[config.mk]
export PLATFORM = sky130hd
export DESIGN_NAME = usbec_endpoint_ctl
export DESIGN_NICKNAME = d
export VERILOG_FILES = /design/src/usbec_pkg.sv /design/src/usbec_endpoint_ctl.sv
export SDC_FILE = /design/constraint.sdc
export NUM_CORES = 1
export LEC_CHECK = 0
export BUFFER_PORTS_ARGS = -buffer_cell sky130_fd_sc_hd__buf_4
export CAP_MARGIN = 30
export CORE_MARGIN = 2
export CORE_UTILIZATION = 55
export CTS_CLUSTER_SIZE = 20
export DETAILED_ROUTE_END_ITERATION = 12
export HOLD_SLACK_MARGIN = 0.15
export PLACE_DENSITY = 0.91
export SLEW_MARGIN = 30
export SYNTH_ARGS = -nofsm -noshare
export SYNTH_HDL_FRONTEND = slang
export SYNTH_SLANG_ARGS = --single-unit
[constraint.sdc]
create_clock -name mclk_i -period 4.08 [get_ports mclk_i]
set_clock_uncertainty 0.15 [all_clocks]
set_input_delay 0.408 -clock mclk_i [delete_from_list [all_inputs] [get_ports mclk_i]]
set_output_delay 0.408 -clock mclk_i [all_outputs]
set_load 0.01 [all_outputs]
[src/usbec_pkg.sv]
// Constants, types and layouts for the low-speed USB endpoint control block
// What this block does
// - Shared ep1/2 tx-done flag sets when buffer sent and host ACKs.
// - Writing 1 to ep1/2 tx-done clear drops the flag; 0 does nothing.
// - Ep1/2 IN gets NAK while tx arm is 0 or tx-done flag set.
// - End-of-packet flag sets on bus EOP; writing 1 to its clear drops it.
// - Resume flag sets on bus activity while suspended; write 1 clears it.
// - Interrupt request when ep1/2 tx-done flag set and its enable is 1.
// - Interrupt request when end-of-packet flag set and its enable is 1.
// - Ep0 IN data uses DATA1 when ep0 toggle is 1, else DATA0.
// - Ep1/2 IN data uses DATA1 when ep1/2 toggle is 1, else DATA0.
// - Ep0 force stall answers IN/OUT with STALL; a SETUP clears it.
// - Ep0 IN gets NAK while ep0 tx arm is 0 or tx-done set.
// - Ep0 OUT gets NAK while ep0 rx arm is 0 or rx-done set.
// - Ep0 IN sends the byte count held in the ep0 four-bit count.
// - Ep1/2 IN sends the byte count held in the ep1/2 count field.
// - Buffer select picks ep2 (1) or ep1 (0); ep2 IN gets NAK otherwise.
// - Ep2 IN gets data only if done 0, arm 1, stall 0, enable 1.
// - Remote wake bit drives K on the lines; it never sets resume flag.
// - In-before-out flag sets if ep0 tx-done set when rx-done sets.
// - Ep1/ep2 answer IN tokens with data or NAK only while their enable bit is 1; force stall answers even when disabled.
// - Ep1/ep2 force stall answers IN/OUT to that endpoint with STALL.
// - Status shows last ep0 receive toggle and whether last ep0 token was SETUP.
// - Suspend request stops the module and puts it in suspend.
package usbec_pkg;
    // Register indices on the plain register port
    localparam logic [2:0] REG_FLAGS1 = 3'h0;
    localparam logic [2:0] REG_EP0_CTL = 3'h1;
    localparam logic [2:0] REG_EP12_CTL = 3'h2;
    localparam logic [2:0] REG_EP12_ES = 3'h3;
    localparam logic [2:0] REG_EP0_STAT = 3'h4;
    localparam logic [2:0] REG_EP0_FLAGS = 3'h5;
    // usb_event_flags_1 bit positions
    localparam int B_TX12_DONE = 7;
    localparam int B_EOP = 6;
    localparam int B_RESUME = 5;
    localparam int B_RESUME_CLR = 4;
    localparam int B_TX12_IE = 3;
    localparam int B_EOP_IE = 2;
    localparam int B_TX12_CLR = 1;
    localparam int B_EOP_CLR = 0;
    // Control registers: toggle, stall or select, arm, 4-bit count
    localparam int B_TOGGLE = 7;
    localparam int B_EP0_FORCE_STALL = 6;
    localparam int B_SELECT = 6;
    localparam int B_TX_ARM = 5;
    localparam int B_RX_ARM = 4;
    localparam int B_WAKE = 4;
    localparam int B_CNT_HI = 3;
    // ep12_enable_stall_control bit positions
    localparam int B_IBO_CLR = 7;
    localparam int B_IBO = 6;
    localparam int B_EP2_ON = 5;
    localparam int B_EP1_ON = 4;
    localparam int B_EP2_STALL = 3;
    localparam int B_EP1_STALL = 2;
    // ep0_receive_status and ep0 event flag bit positions
    localparam int B_RX_SEQ = 7;
    localparam int B_SETUP = 6;
    localparam int B_TX0_DONE = 7;
    localparam int B_RX0_DONE = 6;
    localparam int B_SUSPEND = 5;
    localparam int B_TX0_CLR = 1;
    localparam int B_RX0_CLR = 0;
    // Endpoint numbers
    localparam logic [1:0] EP0 = 2'h0;
    localparam logic [1:0] EP1 = 2'h1;
    localparam logic [1:0] EP2 = 2'h2;
    // Remote wake hold window kept by software, in ms and clock cycles
    localparam int CLK_HZ = 10000000;
    localparam int WAKE_MIN_MS = 10;
    localparam int WAKE_MAX_MS = 15;
    localparam int WAKE_MIN_CYC = (WAKE_MIN_MS * (CLK_HZ / 1000));
    localparam int WAKE_MAX_CYC = (WAKE_MAX_MS * (CLK_HZ / 1000));
    typedef enum logic [1:0] {
        TOK_OUT = 2'h0,
        TOK_IN = 2'h1,
        TOK_SETUP = 2'h3
    } usbec_tok_t;
    // Gray coded along none, nak, stall, data, ack
    typedef enum logic [2:0] {
        RSP_NONE = 3'h0,
        RSP_NAK = 3'h1,
        RSP_STALL = 3'h3,
        RSP_DATA = 3'h2,
        RSP_ACK = 3'h6
    } usbec_rsp_t;
    // Events from the serial engine, one-cycle pulses
    typedef struct packed {
        logic tok_valid;
        usbec_tok_t tok_kind;
        logic [1:0] tok_ep;
        logic tx_acked;
        logic rx_done;
        logic rx_data1;
        logic eop_seen;
        logic bus_active;
    } usbec_sie_in_t;
    // Decision handed back to the serial engine
    typedef struct packed {
        logic valid;
        usbec_rsp_t kind;
        logic data1;
        logic [3:0] byte_count;
        logic buf_ep2;
    } usbec_rsp_out_t;
    typedef struct packed {
        logic [7:0] rdata;
        usbec_rsp_out_t rsp;
        logic irq;
        logic last_in_ep0;
        logic tx12_done, eop, resume, tx12_ie, eop_ie;
        logic tx0_tog, ep0_force_stall, tx0_arm, rx0_arm;
        logic [3:0] tx0_cnt;
        logic tx12_tog, sel_ep2, tx12_arm, wake;
        logic [3:0] tx12_cnt;
        logic ibo, ep2_on, ep1_on, ep2_stall, ep1_stall;
        logic rx_seq, setup_seen;
        logic tx0_done, rx0_done, suspend;
    } usbec_state_t;
endpackage : usbec_pkg

[src/usbec_endpoint_ctl.sv]
// Endpoint control, status and handshake decision logic
`timescale 1ns/10ps
module usbec_endpoint_ctl (
    input wire logic mclk_i,
    input wire logic nrst_i,
    input wire logic [2:0] reg_addr_i,
    input wire logic [7:0] reg_wdata_i,
    input wire logic reg_we_i,
    input wire logic reg_re_i,
    output logic [7:0] reg_rdata_o,
    input wire usbec_pkg::usbec_sie_in_t sie_i,
    output usbec_pkg::usbec_rsp_out_t rsp_o,
    output logic irq_o,
    output logic k_drive_o,
    output logic suspend_o
);
    usbec_pkg::usbec_state_t st;
    usbec_pkg::usbec_state_t next_st;
    logic [7:0] wd;
    logic wr_f1, wr_c0, wr_c1, wr_es, wr_f0;
    logic tok_live;

    // ---------------------------------------------------------------
    // Register writes and hardware events
    // ---------------------------------------------------------------
    // Hardware sets are applied after software clears so an event in
    // the clearing cycle survives.
    always_comb begin
        next_st = st;
        wd = reg_wdata_i;
        wr_f1 = reg_we_i && reg_addr_i == usbec_pkg::REG_FLAGS1;
        wr_c0 = reg_we_i && reg_addr_i == usbec_pkg::REG_EP0_CTL;
        wr_c1 = reg_we_i && reg_addr_i == usbec_pkg::REG_EP12_CTL;
        wr_es = reg_we_i && reg_addr_i == usbec_pkg::REG_EP12_ES;
        wr_f0 = reg_we_i && reg_addr_i == usbec_pkg::REG_EP0_FLAGS;
        // Suspended module ignores tokens; only bus activity counts
        tok_live = sie_i.tok_valid && !st.suspend;
        next_st.rsp.valid = 1'b0;
        // Software writes
        if (wr_f1) begin
            next_st.tx12_ie = wd[usbec_pkg::B_TX12_IE];
            next_st.eop_ie = wd[usbec_pkg::B_EOP_IE];
            if (wd[usbec_pkg::B_TX12_CLR]) begin
                next_st.tx12_done = 1'b0;
            end
            if (wd[usbec_pkg::B_EOP_CLR]) begin
                next_st.eop = 1'b0;
            end
            if (wd[usbec_pkg::B_RESUME_CLR]) begin
                next_st.resume = 1'b0;
            end
        end
        if (wr_c0) begin
            next_st.tx0_tog = wd[usbec_pkg::B_TOGGLE];
            next_st.ep0_force_stall = wd[usbec_pkg::B_EP0_FORCE_STALL];
            next_st.tx0_arm = wd[usbec_pkg::B_TX_ARM];
            next_st.rx0_arm = wd[usbec_pkg::B_RX_ARM];
            next_st.tx0_cnt = wd[usbec_pkg::B_CNT_HI:0];
        end
        if (wr_c1) begin
            next_st.tx12_tog = wd[usbec_pkg::B_TOGGLE];
            next_st.sel_ep2 = wd[usbec_pkg::B_SELECT];
            next_st.tx12_arm = wd[usbec_pkg::B_TX_ARM];
            next_st.wake = wd[usbec_pkg::B_WAKE];
            next_st.tx12_cnt = wd[usbec_pkg::B_CNT_HI:0];
        end
        if (wr_es) begin
            next_st.ep2_on = wd[usbec_pkg::B_EP2_ON];
            next_st.ep1_on = wd[usbec_pkg::B_EP1_ON];
            next_st.ep2_stall = wd[usbec_pkg::B_EP2_STALL];
            next_st.ep1_stall = wd[usbec_pkg::B_EP1_STALL];
            if (wd[usbec_pkg::B_IBO_CLR]) begin
                next_st.ibo = 1'b0;
            end
        end
        if (wr_f0) begin
            next_st.suspend = wd[usbec_pkg::B_SUSPEND];
            if (wd[usbec_pkg::B_TX0_CLR]) begin
                next_st.tx0_done = 1'b0;
            end
            if (wd[usbec_pkg::B_RX0_CLR]) begin
                next_st.rx0_done = 1'b0;
            end
        end
        // Hardware events; the wake drive never feeds the resume flag
        if (sie_i.eop_seen && !st.suspend) begin
            next_st.eop = 1'b1;
        end
        if (sie_i.bus_active && st.suspend) begin
            next_st.resume = 1'b1;
        end
        if (sie_i.tx_acked && !st.suspend) begin
            if (st.last_in_ep0) begin
                next_st.tx0_done = 1'b1;
            end else begin
                next_st.tx12_done = 1'b1;
            end
        end
        if (sie_i.rx_done && !st.suspend) begin
            next_st.rx0_done = 1'b1;
            next_st.rx_seq = sie_i.rx_data1;
            if (st.tx0_done) begin
                next_st.ibo = 1'b1;
            end
        end
        // Handshake decision per token
        if (tok_live) begin
            next_st.rsp.valid = 1'b1;
            next_st.rsp.kind = usbec_pkg::RSP_NONE;
            next_st.rsp.data1 = 1'b0;
            next_st.rsp.byte_count = '0;
            next_st.rsp.buf_ep2 = st.sel_ep2;
            if (sie_i.tok_kind == usbec_pkg::TOK_IN) begin
                next_st.last_in_ep0 = sie_i.tok_ep == usbec_pkg::EP0;
            end
            unique case (sie_i.tok_ep)
                usbec_pkg::EP0: begin
                    next_st.setup_seen =
                        sie_i.tok_kind == usbec_pkg::TOK_SETUP;
                    if (sie_i.tok_kind == usbec_pkg::TOK_SETUP) begin
                        next_st.ep0_force_stall = 1'b0;
                        next_st.rsp.kind = usbec_pkg::RSP_ACK;
                    end else if (st.ep0_force_stall) begin
                        next_st.rsp.kind = usbec_pkg::RSP_STALL;
                    end else if (sie_i.tok_kind == usbec_pkg::TOK_IN) begin
                        if (!st.tx0_arm || st.tx0_done) begin
                            next_st.rsp.kind = usbec_pkg::RSP_NAK;
                        end else begin
                            next_st.rsp.kind = usbec_pkg::RSP_DATA;
                            next_st.rsp.data1 = st.tx0_tog;
                            next_st.rsp.byte_count = st.tx0_cnt;
                        end
                    end else if (!st.rx0_arm || st.rx0_done) begin
                        next_st.rsp.kind = usbec_pkg::RSP_NAK;
                    end else begin
                        next_st.rsp.kind = usbec_pkg::RSP_ACK;
                    end
                end
                usbec_pkg::EP1, usbec_pkg::EP2: begin
                    if ((sie_i.tok_ep == usbec_pkg::EP1 && st.ep1_stall)
                        || (sie_i.tok_ep == usbec_pkg::EP2
                            && st.ep2_stall)) begin
                        next_st.rsp.kind = usbec_pkg::RSP_STALL;
                    end else if (sie_i.tok_kind != usbec_pkg::TOK_IN) begin
                        next_st.rsp.kind = usbec_pkg::RSP_NONE;
                    end else if ((sie_i.tok_ep == usbec_pkg::EP1
                                  && !st.ep1_on)
                                 || (sie_i.tok_ep == usbec_pkg::EP2
                                     && !st.ep2_on)) begin
                        next_st.rsp.kind = usbec_pkg::RSP_NONE;
                    end else if (!st.tx12_arm || st.tx12_done) begin
                        next_st.rsp.kind = usbec_pkg::RSP_NAK;
                    end else if ((sie_i.tok_ep == usbec_pkg::EP2)
                                 != st.sel_ep2) begin
                        next_st.rsp.kind = usbec_pkg::RSP_NAK;
                    end else begin
                        next_st.rsp.kind = usbec_pkg::RSP_DATA;
                        next_st.rsp.data1 = st.tx12_tog;
                        next_st.rsp.byte_count = st.tx12_cnt;
                    end
                end
                default: begin
                    next_st.rsp.kind = usbec_pkg::RSP_NONE;
                end
            endcase
        end
        // Interrupt is a level so a missed edge cannot lose it
        next_st.irq = (next_st.tx12_done && next_st.tx12_ie)
            || (next_st.eop && next_st.eop_ie)
            || next_st.resume;
        // Read data stands the cycle after the strobe only
        next_st.rdata = '0;
        if (reg_re_i) begin
            unique case (reg_addr_i)
                usbec_pkg::REG_FLAGS1: begin
                    next_st.rdata[usbec_pkg::B_TX12_DONE] = st.tx12_done;
                    next_st.rdata[usbec_pkg::B_EOP] = st.eop;
                    next_st.rdata[usbec_pkg::B_RESUME] = st.resume;
                    next_st.rdata[usbec_pkg::B_TX12_IE] = st.tx12_ie;
                    next_st.rdata[usbec_pkg::B_EOP_IE] = st.eop_ie;
                end
                usbec_pkg::REG_EP0_CTL: begin
                    next_st.rdata = {st.tx0_tog, st.ep0_force_stall, st.tx0_arm,
                                     st.rx0_arm, st.tx0_cnt};
                end
                usbec_pkg::REG_EP12_CTL: begin
                    next_st.rdata = {st.tx12_tog, st.sel_ep2, st.tx12_arm,
                                     st.wake, st.tx12_cnt};
                end
                usbec_pkg::REG_EP12_ES: begin
                    next_st.rdata[usbec_pkg::B_IBO] = st.ibo;
                    next_st.rdata[usbec_pkg::B_EP2_ON] = st.ep2_on;
                    next_st.rdata[usbec_pkg::B_EP1_ON] = st.ep1_on;
                    next_st.rdata[usbec_pkg::B_EP2_STALL] = st.ep2_stall;
                    next_st.rdata[usbec_pkg::B_EP1_STALL] = st.ep1_stall;
                end
                usbec_pkg::REG_EP0_STAT: begin
                    next_st.rdata[usbec_pkg::B_RX_SEQ] = st.rx_seq;
                    next_st.rdata[usbec_pkg::B_SETUP] = st.setup_seen;
                end
                usbec_pkg::REG_EP0_FLAGS: begin
                    next_st.rdata[usbec_pkg::B_TX0_DONE] = st.tx0_done;
                    next_st.rdata[usbec_pkg::B_RX0_DONE] = st.rx0_done;
                    next_st.rdata[usbec_pkg::B_SUSPEND] = st.suspend;
                end
                default: begin
                    next_st.rdata = '0; // Unmapped reads as zero
                end
            endcase
        end
    end

    // ---------------------------------------------------------------
    // State register
    // ---------------------------------------------------------------
    // Every field, including reset-cleared enables, starts at zero
    always_ff @(posedge mclk_i or negedge nrst_i) begin
        if (!nrst_i) begin
            st <= '0;
        end else begin
            st <= next_st;
        end
    end

    // Outputs come straight from the state flops
    assign reg_rdata_o = st.rdata;
    assign rsp_o = st.rsp;
    assign irq_o = st.irq;
    assign k_drive_o = st.wake;
    assign suspend_o = st.suspend;
endmodule : usbec_endpoint_ctl

==> tab_implementation.tex, run 1 <==
\begin{tabular}{lr}
\hline
Metric & Value \\
\hline
\multicolumn{2}{l}{\textbf{Synthesis}} \\
Synth Area in Simple Gates & 13.88\% \\
Sequential share of the synthesized area & 48.66\% \\
Top cells by area, synth & dfrtp\_1 (49\%), mux2\_2 (11\%), buf\_4 (5.2\%), mux4\_2 (3.4\%), a22o\_1 (3.0\%) \\
Post-synthesis register bit count & 51 \\
Dominant combinational cell family by area after synthesis & multiplexers \\
Complex-gate fraction of the synthesized area & 12.12\% \\
Number of unique standard cell types used by synthesis & 48 \\
Cell taking the most area after synthesis & dfrtp\_1 \\
Proportion of netlist area held by the largest area contributor & 48.66\% \\
Number of enable flip-flop cells after synthesis & 0 \\
Synthesized Nets & 249 \\
Top-count cell post-synth & dfrtp\_1 \\
Proportion of synthesized area in mux cells & 14.93\% \\
Primary FF master, synth & dfrtp\_1 \\
Most numerous cell types in the synthesized netlist & dfrtp\_1 (51), mux2\_2 (25), buf\_4 (18), nand2\_1 (15), nor2b\_1 (10) \\
Arithmetic-cell share of the synthesized area counting full adders, half adders and majority gates & 2.385\% \\
Syn Std Cell Area & 2623 um2 \\
Count of mapped cells out of synthesis & 219 \\
Mean Syn Cell Area & 11.97 um2 \\
Xor and xnor area share after synthesis & 0.6679\% \\
Yosys synthesis warning count & 0 \\
Share of async-settable or async-resettable flops after synthesis & 100.0\% \\
\multicolumn{2}{l}{\textbf{Power}} \\
Worst-case vdd ir drop & 0.0001839 V \\
Power density over the cells & 433.3 nW/um2 \\
Fraction of power consumed by sequential logic & 52.2\% \\
Sw frac & 28.04\% \\
Part of the total power dissipated in combinational logic & 21.3\% \\
Lkg Pwr & 1.373 nW \\
Switching Power & 0.3609 mW \\
Share of total power in the clock network & 26.5\% \\
Pint & 0.9263 mW \\
\multicolumn{2}{l}{\textbf{Timing}} \\
Max-slew headroom at the worst pin & 58.21\% \\
Slew of the pin with the lowest slew margin & 0.6269 ns \\
Final-report setup violation count & 0 \\
Final period util & 49.02\% \\
Max frequency & 500.0 MHz \\
Hold violation count in the final report & 0 \\
RSZ-0062 raised after global routing & no \\
Final critical delay including setup and external delays & 2.000 ns \\
Setup total negative slack & 0 ns \\
Max Transition Viols Final & 0 \\
\multicolumn{2}{l}{\textbf{Floorplanning}} \\
Count of pins on the block boundary & 46 \\
Standard cell core area & 4661 um2 \\
Die Width & 73.05 um \\
Initial Util & 56.27\% \\
Placement row count & 25 \\
Die area & 5336 um2 \\
Vertical die dimension & 73.05 um \\
\multicolumn{2}{l}{\textbf{Min path}} \\
Class of the tightest hold or removal check & in -> reg \\
\multicolumn{2}{l}{\textbf{Finish}} \\
Count of antenna diodes in the layout & 0 \\
Final standard cell utilization of the core & 63.73\% \\
Seq. cell area & 1276 um2 \\
Fillers & 350 \\
Net count, final & 277 \\
Combined area of the multi-input logic cells & 1154 um2 \\
Area delta synth->final & 13.26\% \\
Fraction of layout cells with a size suffix above 1 & 36.44\% \\
\multicolumn{2}{l}{\textbf{Route}} \\
Pre-Repair DR Iteration Count & 4 \\
Routed wirelength normalized by instance count & 18.05 um \\
Number of violations reported at the end of detailed-routing iteration 0 & 155 \\
Total number of vias & 1795 \\
Overall routed net length & 5.432 mm \\
Count of nets left with antenna violations after detail routing & 0 \\
Final routed DRC violation total & 0 \\
Via count normalized by instance count & 5.963 \\
\multicolumn{2}{l}{\textbf{Worst setup path}} \\
Cell with the largest stage delay on the worst path & or4b\_4 \\
Critical path capture point type & flip-flop \\
CP max FO & 16 \\
Chain of cells forming the critical path & nand2b\_4 -> or4b\_4 -> nor3\_2 -> a21o\_1 \\
Critical Path Max Stage Delay & 0.56 ns \\
Crit Path Class & reg -> reg \\
Type of element launching the critical path & flip-flop \\
Required time at the worst-slack endpoint & 4.18 ns \\
Crit path DAT & 2.10 ns \\
\multicolumn{2}{l}{\textbf{Global route}} \\
Overall routing resource usage & 21.32\% \\
Pin count of the biggest net entering global routing & 52 \\
Total overflow reported by the global router & 0 \\
Wire length of the first global-routing pass & 8.597 mm \\
Initial antenna violation count & 0 \\
Vias in the first global route & 1665 \\
\multicolumn{2}{l}{\textbf{Clock network}} \\
Post-CTS Resized & 0 \\
Clock Sinks & 51 \\
Setup fix buffers added after clock tree synthesis & 0 \\
Clock-pin slew on the worst setup and hold paths & 0.09 ns \\
Clock root cell & clkbuf\_8 \\
Cts bufs inserted & 5 \\
CTS tree & yes \\
Maximum count of clock buffers along a single path & 2 \\
Insertion delay of the later-clocked pin in the worst-skew pair & 0.31 ns \\
Count of H-tree levels built during CTS & 2 \\
\multicolumn{2}{l}{\textbf{Placed design}} \\
Placer congestion estimate & 0.8535 \\
I/O Buffers & 45 \\
Final HPWL from detailed placement & 4.073 mm \\
\multicolumn{2}{l}{\textbf{Outcome}} \\
Result of the run & completed \\
\multicolumn{2}{l}{\textbf{Flow run}} \\
Number of violations of the max-capacitance limit & 0 \\
\hline
\end{tabular}
## path summary, 6_finish.rpt
kind                                       start                     to  slack, ns  cells past startpoint
min reg2reg                    st[3]$_DFFE_PN0P_      st[3]$_DFFE_PN0P_       0.33                      1
min                                     sie_i[2]      st[4]$_DFFE_PN0P_       0.19                      2
max                        suspend_o$_DFFE_PN0N_   rsp_o[5]$_DFFE_PN0P_       2.08                      4
max reg2reg                suspend_o$_DFFE_PN0N_   rsp_o[5]$_DFFE_PN0P_       2.08                      4
min in group asynchronous                 nrst_i  suspend_o$_DFFE_PN0N_       0.52                      2
max in group asynchronous                 nrst_i        st[9]$_DFF_PN0_       2.85                      2
## logic make-up after synthesis
family                   count (synthesis)
buffers and inverters                   30
XOR/XNOR                                 2
AO/OA/AOI/OAI                           41
flip-flops                              51
AND/OR/NAND/NOR                         59
multiplexers                            31
adder cells (fa/ha/maj)                  5
## repair_timing
item,in CTS,in global routing
endpoints found under the hold margin,51,0
hold buffers,1,0
endpoints found under the setup margin,0,0
## worst max-delay path, delay by kind of cell, from the launching register on
kind            cells  cell delay (ns)
simple gates        3             1.12
flops               1             0.51
compound gates      1             0.16
## sequential cells by signal (all words and copies together) (netlist names)
register	flops
irq_o	1
k_drive_o	1
reg_rdata_o	8
rsp_o	10
st	30
suspend_o	1
## cell type report
class | count | area share [%]
clock buffers | 5 | 2.317
clock inverters | 2 | 1.264
inverters | 5 | 0.6318
multi-input cells | 138 | 38.84
flip-flops and latches | 51 | 42.97
well taps | 54 | 2.275
repair buffers | 46 | 11.71
## routing by layer
layer,GRT usage [%],routed length [um]
met1,31.24,2332
met2,32.33,2616
met3,3.039,340
met4,7.819,143
met5,0,0
## per-stage QoR
step           hold WS (ns)  setup WS [ns]  power, mW  cell area, um2  instances
6_report             0.1907          2.080      1.287            2970        301
5_1_grt              0.1979          1.993      1.339            2970        301
4_1_cts              0.1889          2.087      1.287            2970        301
3_5_place_dp         0.3175          1.905     0.9529            2854        293
3_3_place_gp         0.3106          1.960     0.9394            2854        293
2_1_floorplan      -0.03759          2.162     0.8525            2623        219
## power by group through the flow
stage	Sequential [mW]	Combinational [mW]	Clock, mW
after floorplan	0.648	0.204	0
after global placement	0.675	0.264	0
after detailed placement	0.679	0.274	0
after CTS	0.670	0.275	0.343
after global routing	0.679	0.299	0.361
final	0.673	0.274	0.341
## cells in the final DEF, fill, tap and decap left out, types with 2 or more instances in the layout
master and count:
dfrtp_1 51, buf_4 45, mux2_2 25, nand2_1 15, nor2b_1 10, nor2_1 9, a22o_1 9, a21o_1 7
inv_1 5, nand2b_1 5, ha_1 5, clkbuf_8 5, a22oi_1 4, mux4_2 4, a21boi_0 4, nand3_1 3
o21ai_0 3, mux2i_1 2, and2_1 2, nor3b_1 2, o21a_1 2, xnor2_1 2, nor3_2 2
Note: power is estimated with default switching activity, not from simulation.
==> inputs of run 2 (changes only) <==
Clock period 4.08 ns to 2.1 ns, I/O delays scaled along.
==> run 2 against run 1 <==
  * Non-clock buffer count up 23
  * Flip-flop and latch count is the same
  * Utilization up 5.0 points
  * Critical path depth grew 2
  * Sequential share of layout area shrank 3.1 points
  * Critical path type is now in -> reg
  * Largest cell class unchanged
  * Largest power group unchanged
==> tab_implementation.tex, run 2 (same netlist as run 1, synthesis figures left out) <==
\begin{tabular}{lr}
\hline
Metric & Value \\
\hline
\multicolumn{2}{l}{\textbf{Timing}} \\
Final period util & 89.31\% \\
Setup total negative slack & 0 ns \\
Max-slew headroom at the worst pin & 58.17\% \\
Hold violation count in the final report & 0 \\
Slew of the pin with the lowest slew margin & 0.6275 ns \\
RSZ-0062 raised after global routing & no \\
Final-report setup violation count & 0 \\
Max frequency & 533.2 MHz \\
Final critical delay including setup and external delays & 1.875 ns \\
Max Transition Viols Final & 0 \\
\multicolumn{2}{l}{\textbf{Route}} \\
Overall routed net length & 6.311 mm \\
Detailed-routed wire length on met3 & 467 um \\
Total number of vias & 1987 \\
Pre-Repair DR Iteration Count & 4 \\
Count of nets left with antenna violations after detail routing & 0 \\
Total routed wire length on the met1 layer & 2.367 mm \\
Number of violations reported at the end of detailed-routing iteration 0 & 227 \\
Top layer reached by signal wires & met4 \\
Met2 wire length & 3.302 mm \\
Via count normalized by instance count & 6.114 \\
Final routed DRC violation total & 0 \\
Routed wirelength normalized by instance count & 19.42 um \\
\multicolumn{2}{l}{\textbf{Worst setup path}} \\
Register-to-Register Setup Slack & 0.28 ns \\
CP max FO & 6 \\
Worst path buffer plus inverter count & 2 \\
Worst R2R Path Depth & 4 \\
Critical Path Max Stage Delay & 0.54 ns \\
Required time at the worst-slack endpoint & 2.20 ns \\
R2r startpoint & st[5]\$\_DFFE\_PN0N\_ \\
Chain of cells forming the critical path & dlygate4sd3\_1 -> buf\_4 -> nand2b\_1 -> or3\_1 -> nor3\_2 -> a21o\_1 \\
Family of cells with the greatest summed delay on the critical path & simple AND/OR/NAND/NOR gates \\
Crit Path Class & in -> reg \\
Crit Reg-Reg Endpoint & rsp\_o[2]\$\_DFFE\_PN0P\_ \\
Crit path DAT & 1.98 ns \\
Cell with the largest stage delay on the worst path & dlygate4sd3\_1 \\
Timing endpoint of the critical path & rsp\_o[2]\$\_DFFE\_PN0P\_ \\
Type of element launching the critical path & primary input \\
Critical path capture point type & flip-flop \\
Crit. path cell count & 6 \\
Worst setup path startpoint & sie\_i[8] \\
\multicolumn{2}{l}{\textbf{Flow run}} \\
Number of violations of the max-capacitance limit & 0 \\
\multicolumn{2}{l}{\textbf{Clock network}} \\
Setup fix buffers added after clock tree synthesis & 0 \\
Maximum count of clock buffers along a single path & 2 \\
Count of H-tree levels built during CTS & 2 \\
Cts bufs inserted & 5 \\
Clock root cell & clkbuf\_8 \\
Insertion delay of the later-clocked pin in the worst-skew pair & 0.31 ns \\
Number of hold buffers added after cts & 21 \\
Post-CTS Resized & 0 \\
Clock-pin slew on the worst setup and hold paths & 0.10 ns \\
Clock Sinks & 51 \\
CTS tree & yes \\
\multicolumn{2}{l}{\textbf{Global route}} \\
Overall routing resource usage & 25.29\% \\
Wire length of the first global-routing pass & 9.942 mm \\
Total overflow reported by the global router & 0 \\
Vias in the first global route & 1948 \\
Pin count of the biggest net entering global routing & 52 \\
Initial antenna violation count & 0 \\
\multicolumn{2}{l}{\textbf{Placed design}} \\
I/O Buffers & 45 \\
Final HPWL from detailed placement & 4.349 mm \\
Placer congestion estimate & 0.8685 \\
Number of placed instances, taps included & 296 \\
\multicolumn{2}{l}{\textbf{Power}} \\
Worst-case vdd ir drop & 0.0003533 V \\
Power density over the cells & 813.1 nW/um2 \\
Lkg Pwr & 1.472 nW \\
\multicolumn{2}{l}{\textbf{Floorplanning}} \\
Placement row count & 25 \\
Count of pins on the block boundary & 46 \\
Vertical die dimension & 73.05 um \\
Initial Util & 56.27\% \\
Die Width & 73.05 um \\
Die area & 5336 um2 \\
Standard cell core area & 4661 um2 \\
\multicolumn{2}{l}{\textbf{Finish}} \\
Fraction of layout cells with a size suffix above 1 & 34.69\% \\
Most frequent cells in the layout & dfrtp\_1 (51), buf\_4 (48), mux2\_2 (25) \\
Non-filler instance count after layout & 325 \\
Area delta synth->final & 22.09\% \\
Leading cell type in the layout, fill and taps excluded & dfrtp\_1 \\
Max FFs per register & 30 \\
Count of antenna diodes in the layout & 0 \\
Largest Register & st \\
Net count, final & 300 \\
\multicolumn{2}{l}{\textbf{Outcome}} \\
Result of the run & completed \\
\multicolumn{2}{l}{\textbf{Min path}} \\
Class of the tightest hold or removal check & in -> reg \\
\hline
\end{tabular}
[run 2: cell types whose count changed in the layout (fill, tap and decap cells not counted)]
cell / before / now
inv_6: 0 / 1
buf_4: 45 / 48
dlygate4sd3_1: 1 / 21
[run 2: layer usage]
layer  global-route usage [%]  up-vias
met5                        0        -
met1                    30.84      995
met4                    9.053        0
li1                         -      874
met3                    6.215       18
met2                    43.44      100
[run 2: worst reg2reg max path, delay by kind of cell (launching register included)]
family	cells	cell delay [ns]
simple gates	2	0.75
compound gates	2	0.43
flops	1	0.43
[run 2: power by group]
part	internal, mW	leakage (nW)	total, mW	switching (mW)
sequential	1.15	0.624	1.31	0.156
clock	0.359	0.0548	0.694	0.335
combinational	0.344	0.793	0.603	0.259
total	1.85	1.47	2.60	0.751
[run 2: cell type report]
class                           instances  area [um2]
Sequential cell                        51        1276
Fill cell                             327        1459
Inverter                                5       18.77
Clock buffer                            5       68.82
Timing Repair Buffer                   69       570.5
Tap cell                               54       67.56
Clock inverter                          3       46.29
Multi-Input combinational cell        138        1154
[run 2: how the worst min path moves through the flow]
stage	start	depth (start not counted)	slack (ns)	end
2_1_floorplan	nrst_i	0	-0.24	irq_o$_DFF_PN0_
3_3_place_gp	nrst_i	1	0.11	suspend_o$_DFFE_PN0N_
3_5_place_dp	nrst_i	1	0.13	suspend_o$_DFFE_PN0N_
4_1_cts	reg_addr_i[1]	3	0.17	reg_rdata_o[7]$_DFF_PN0_
5_1_grt	reg_addr_i[1]	3	0.18	reg_rdata_o[7]$_DFF_PN0_
6_report	reg_addr_i[1]	3	0.19	reg_rdata_o[7]$_DFF_PN0_
[run 2: through the flow]
| stage | hold slack [ns] | area, um2 | worst slack (ns) | total power [mW] | utilization [%] |
|---|---|---|---|---|---|
| 2_1_floorplan | -0.2356 | 2623 | 0.3084 | 1.656 | - |
| 3_3_place_gp | 0.1133 | 2877 | 0.2070 | 1.834 | 61.72 |
| 3_5_place_dp | 0.1255 | 2877 | 0.1477 | 1.867 | 61.72 |
| 4_1_cts | 0.1718 | 3202 | 0.2444 | 2.605 | 68.70 |
| 5_1_grt | 0.1797 | 3202 | 0.1295 | 2.712 | 68.70 |
| 6_report | 0.1913 | 3202 | 0.2246 | 2.603 | 68.70 |
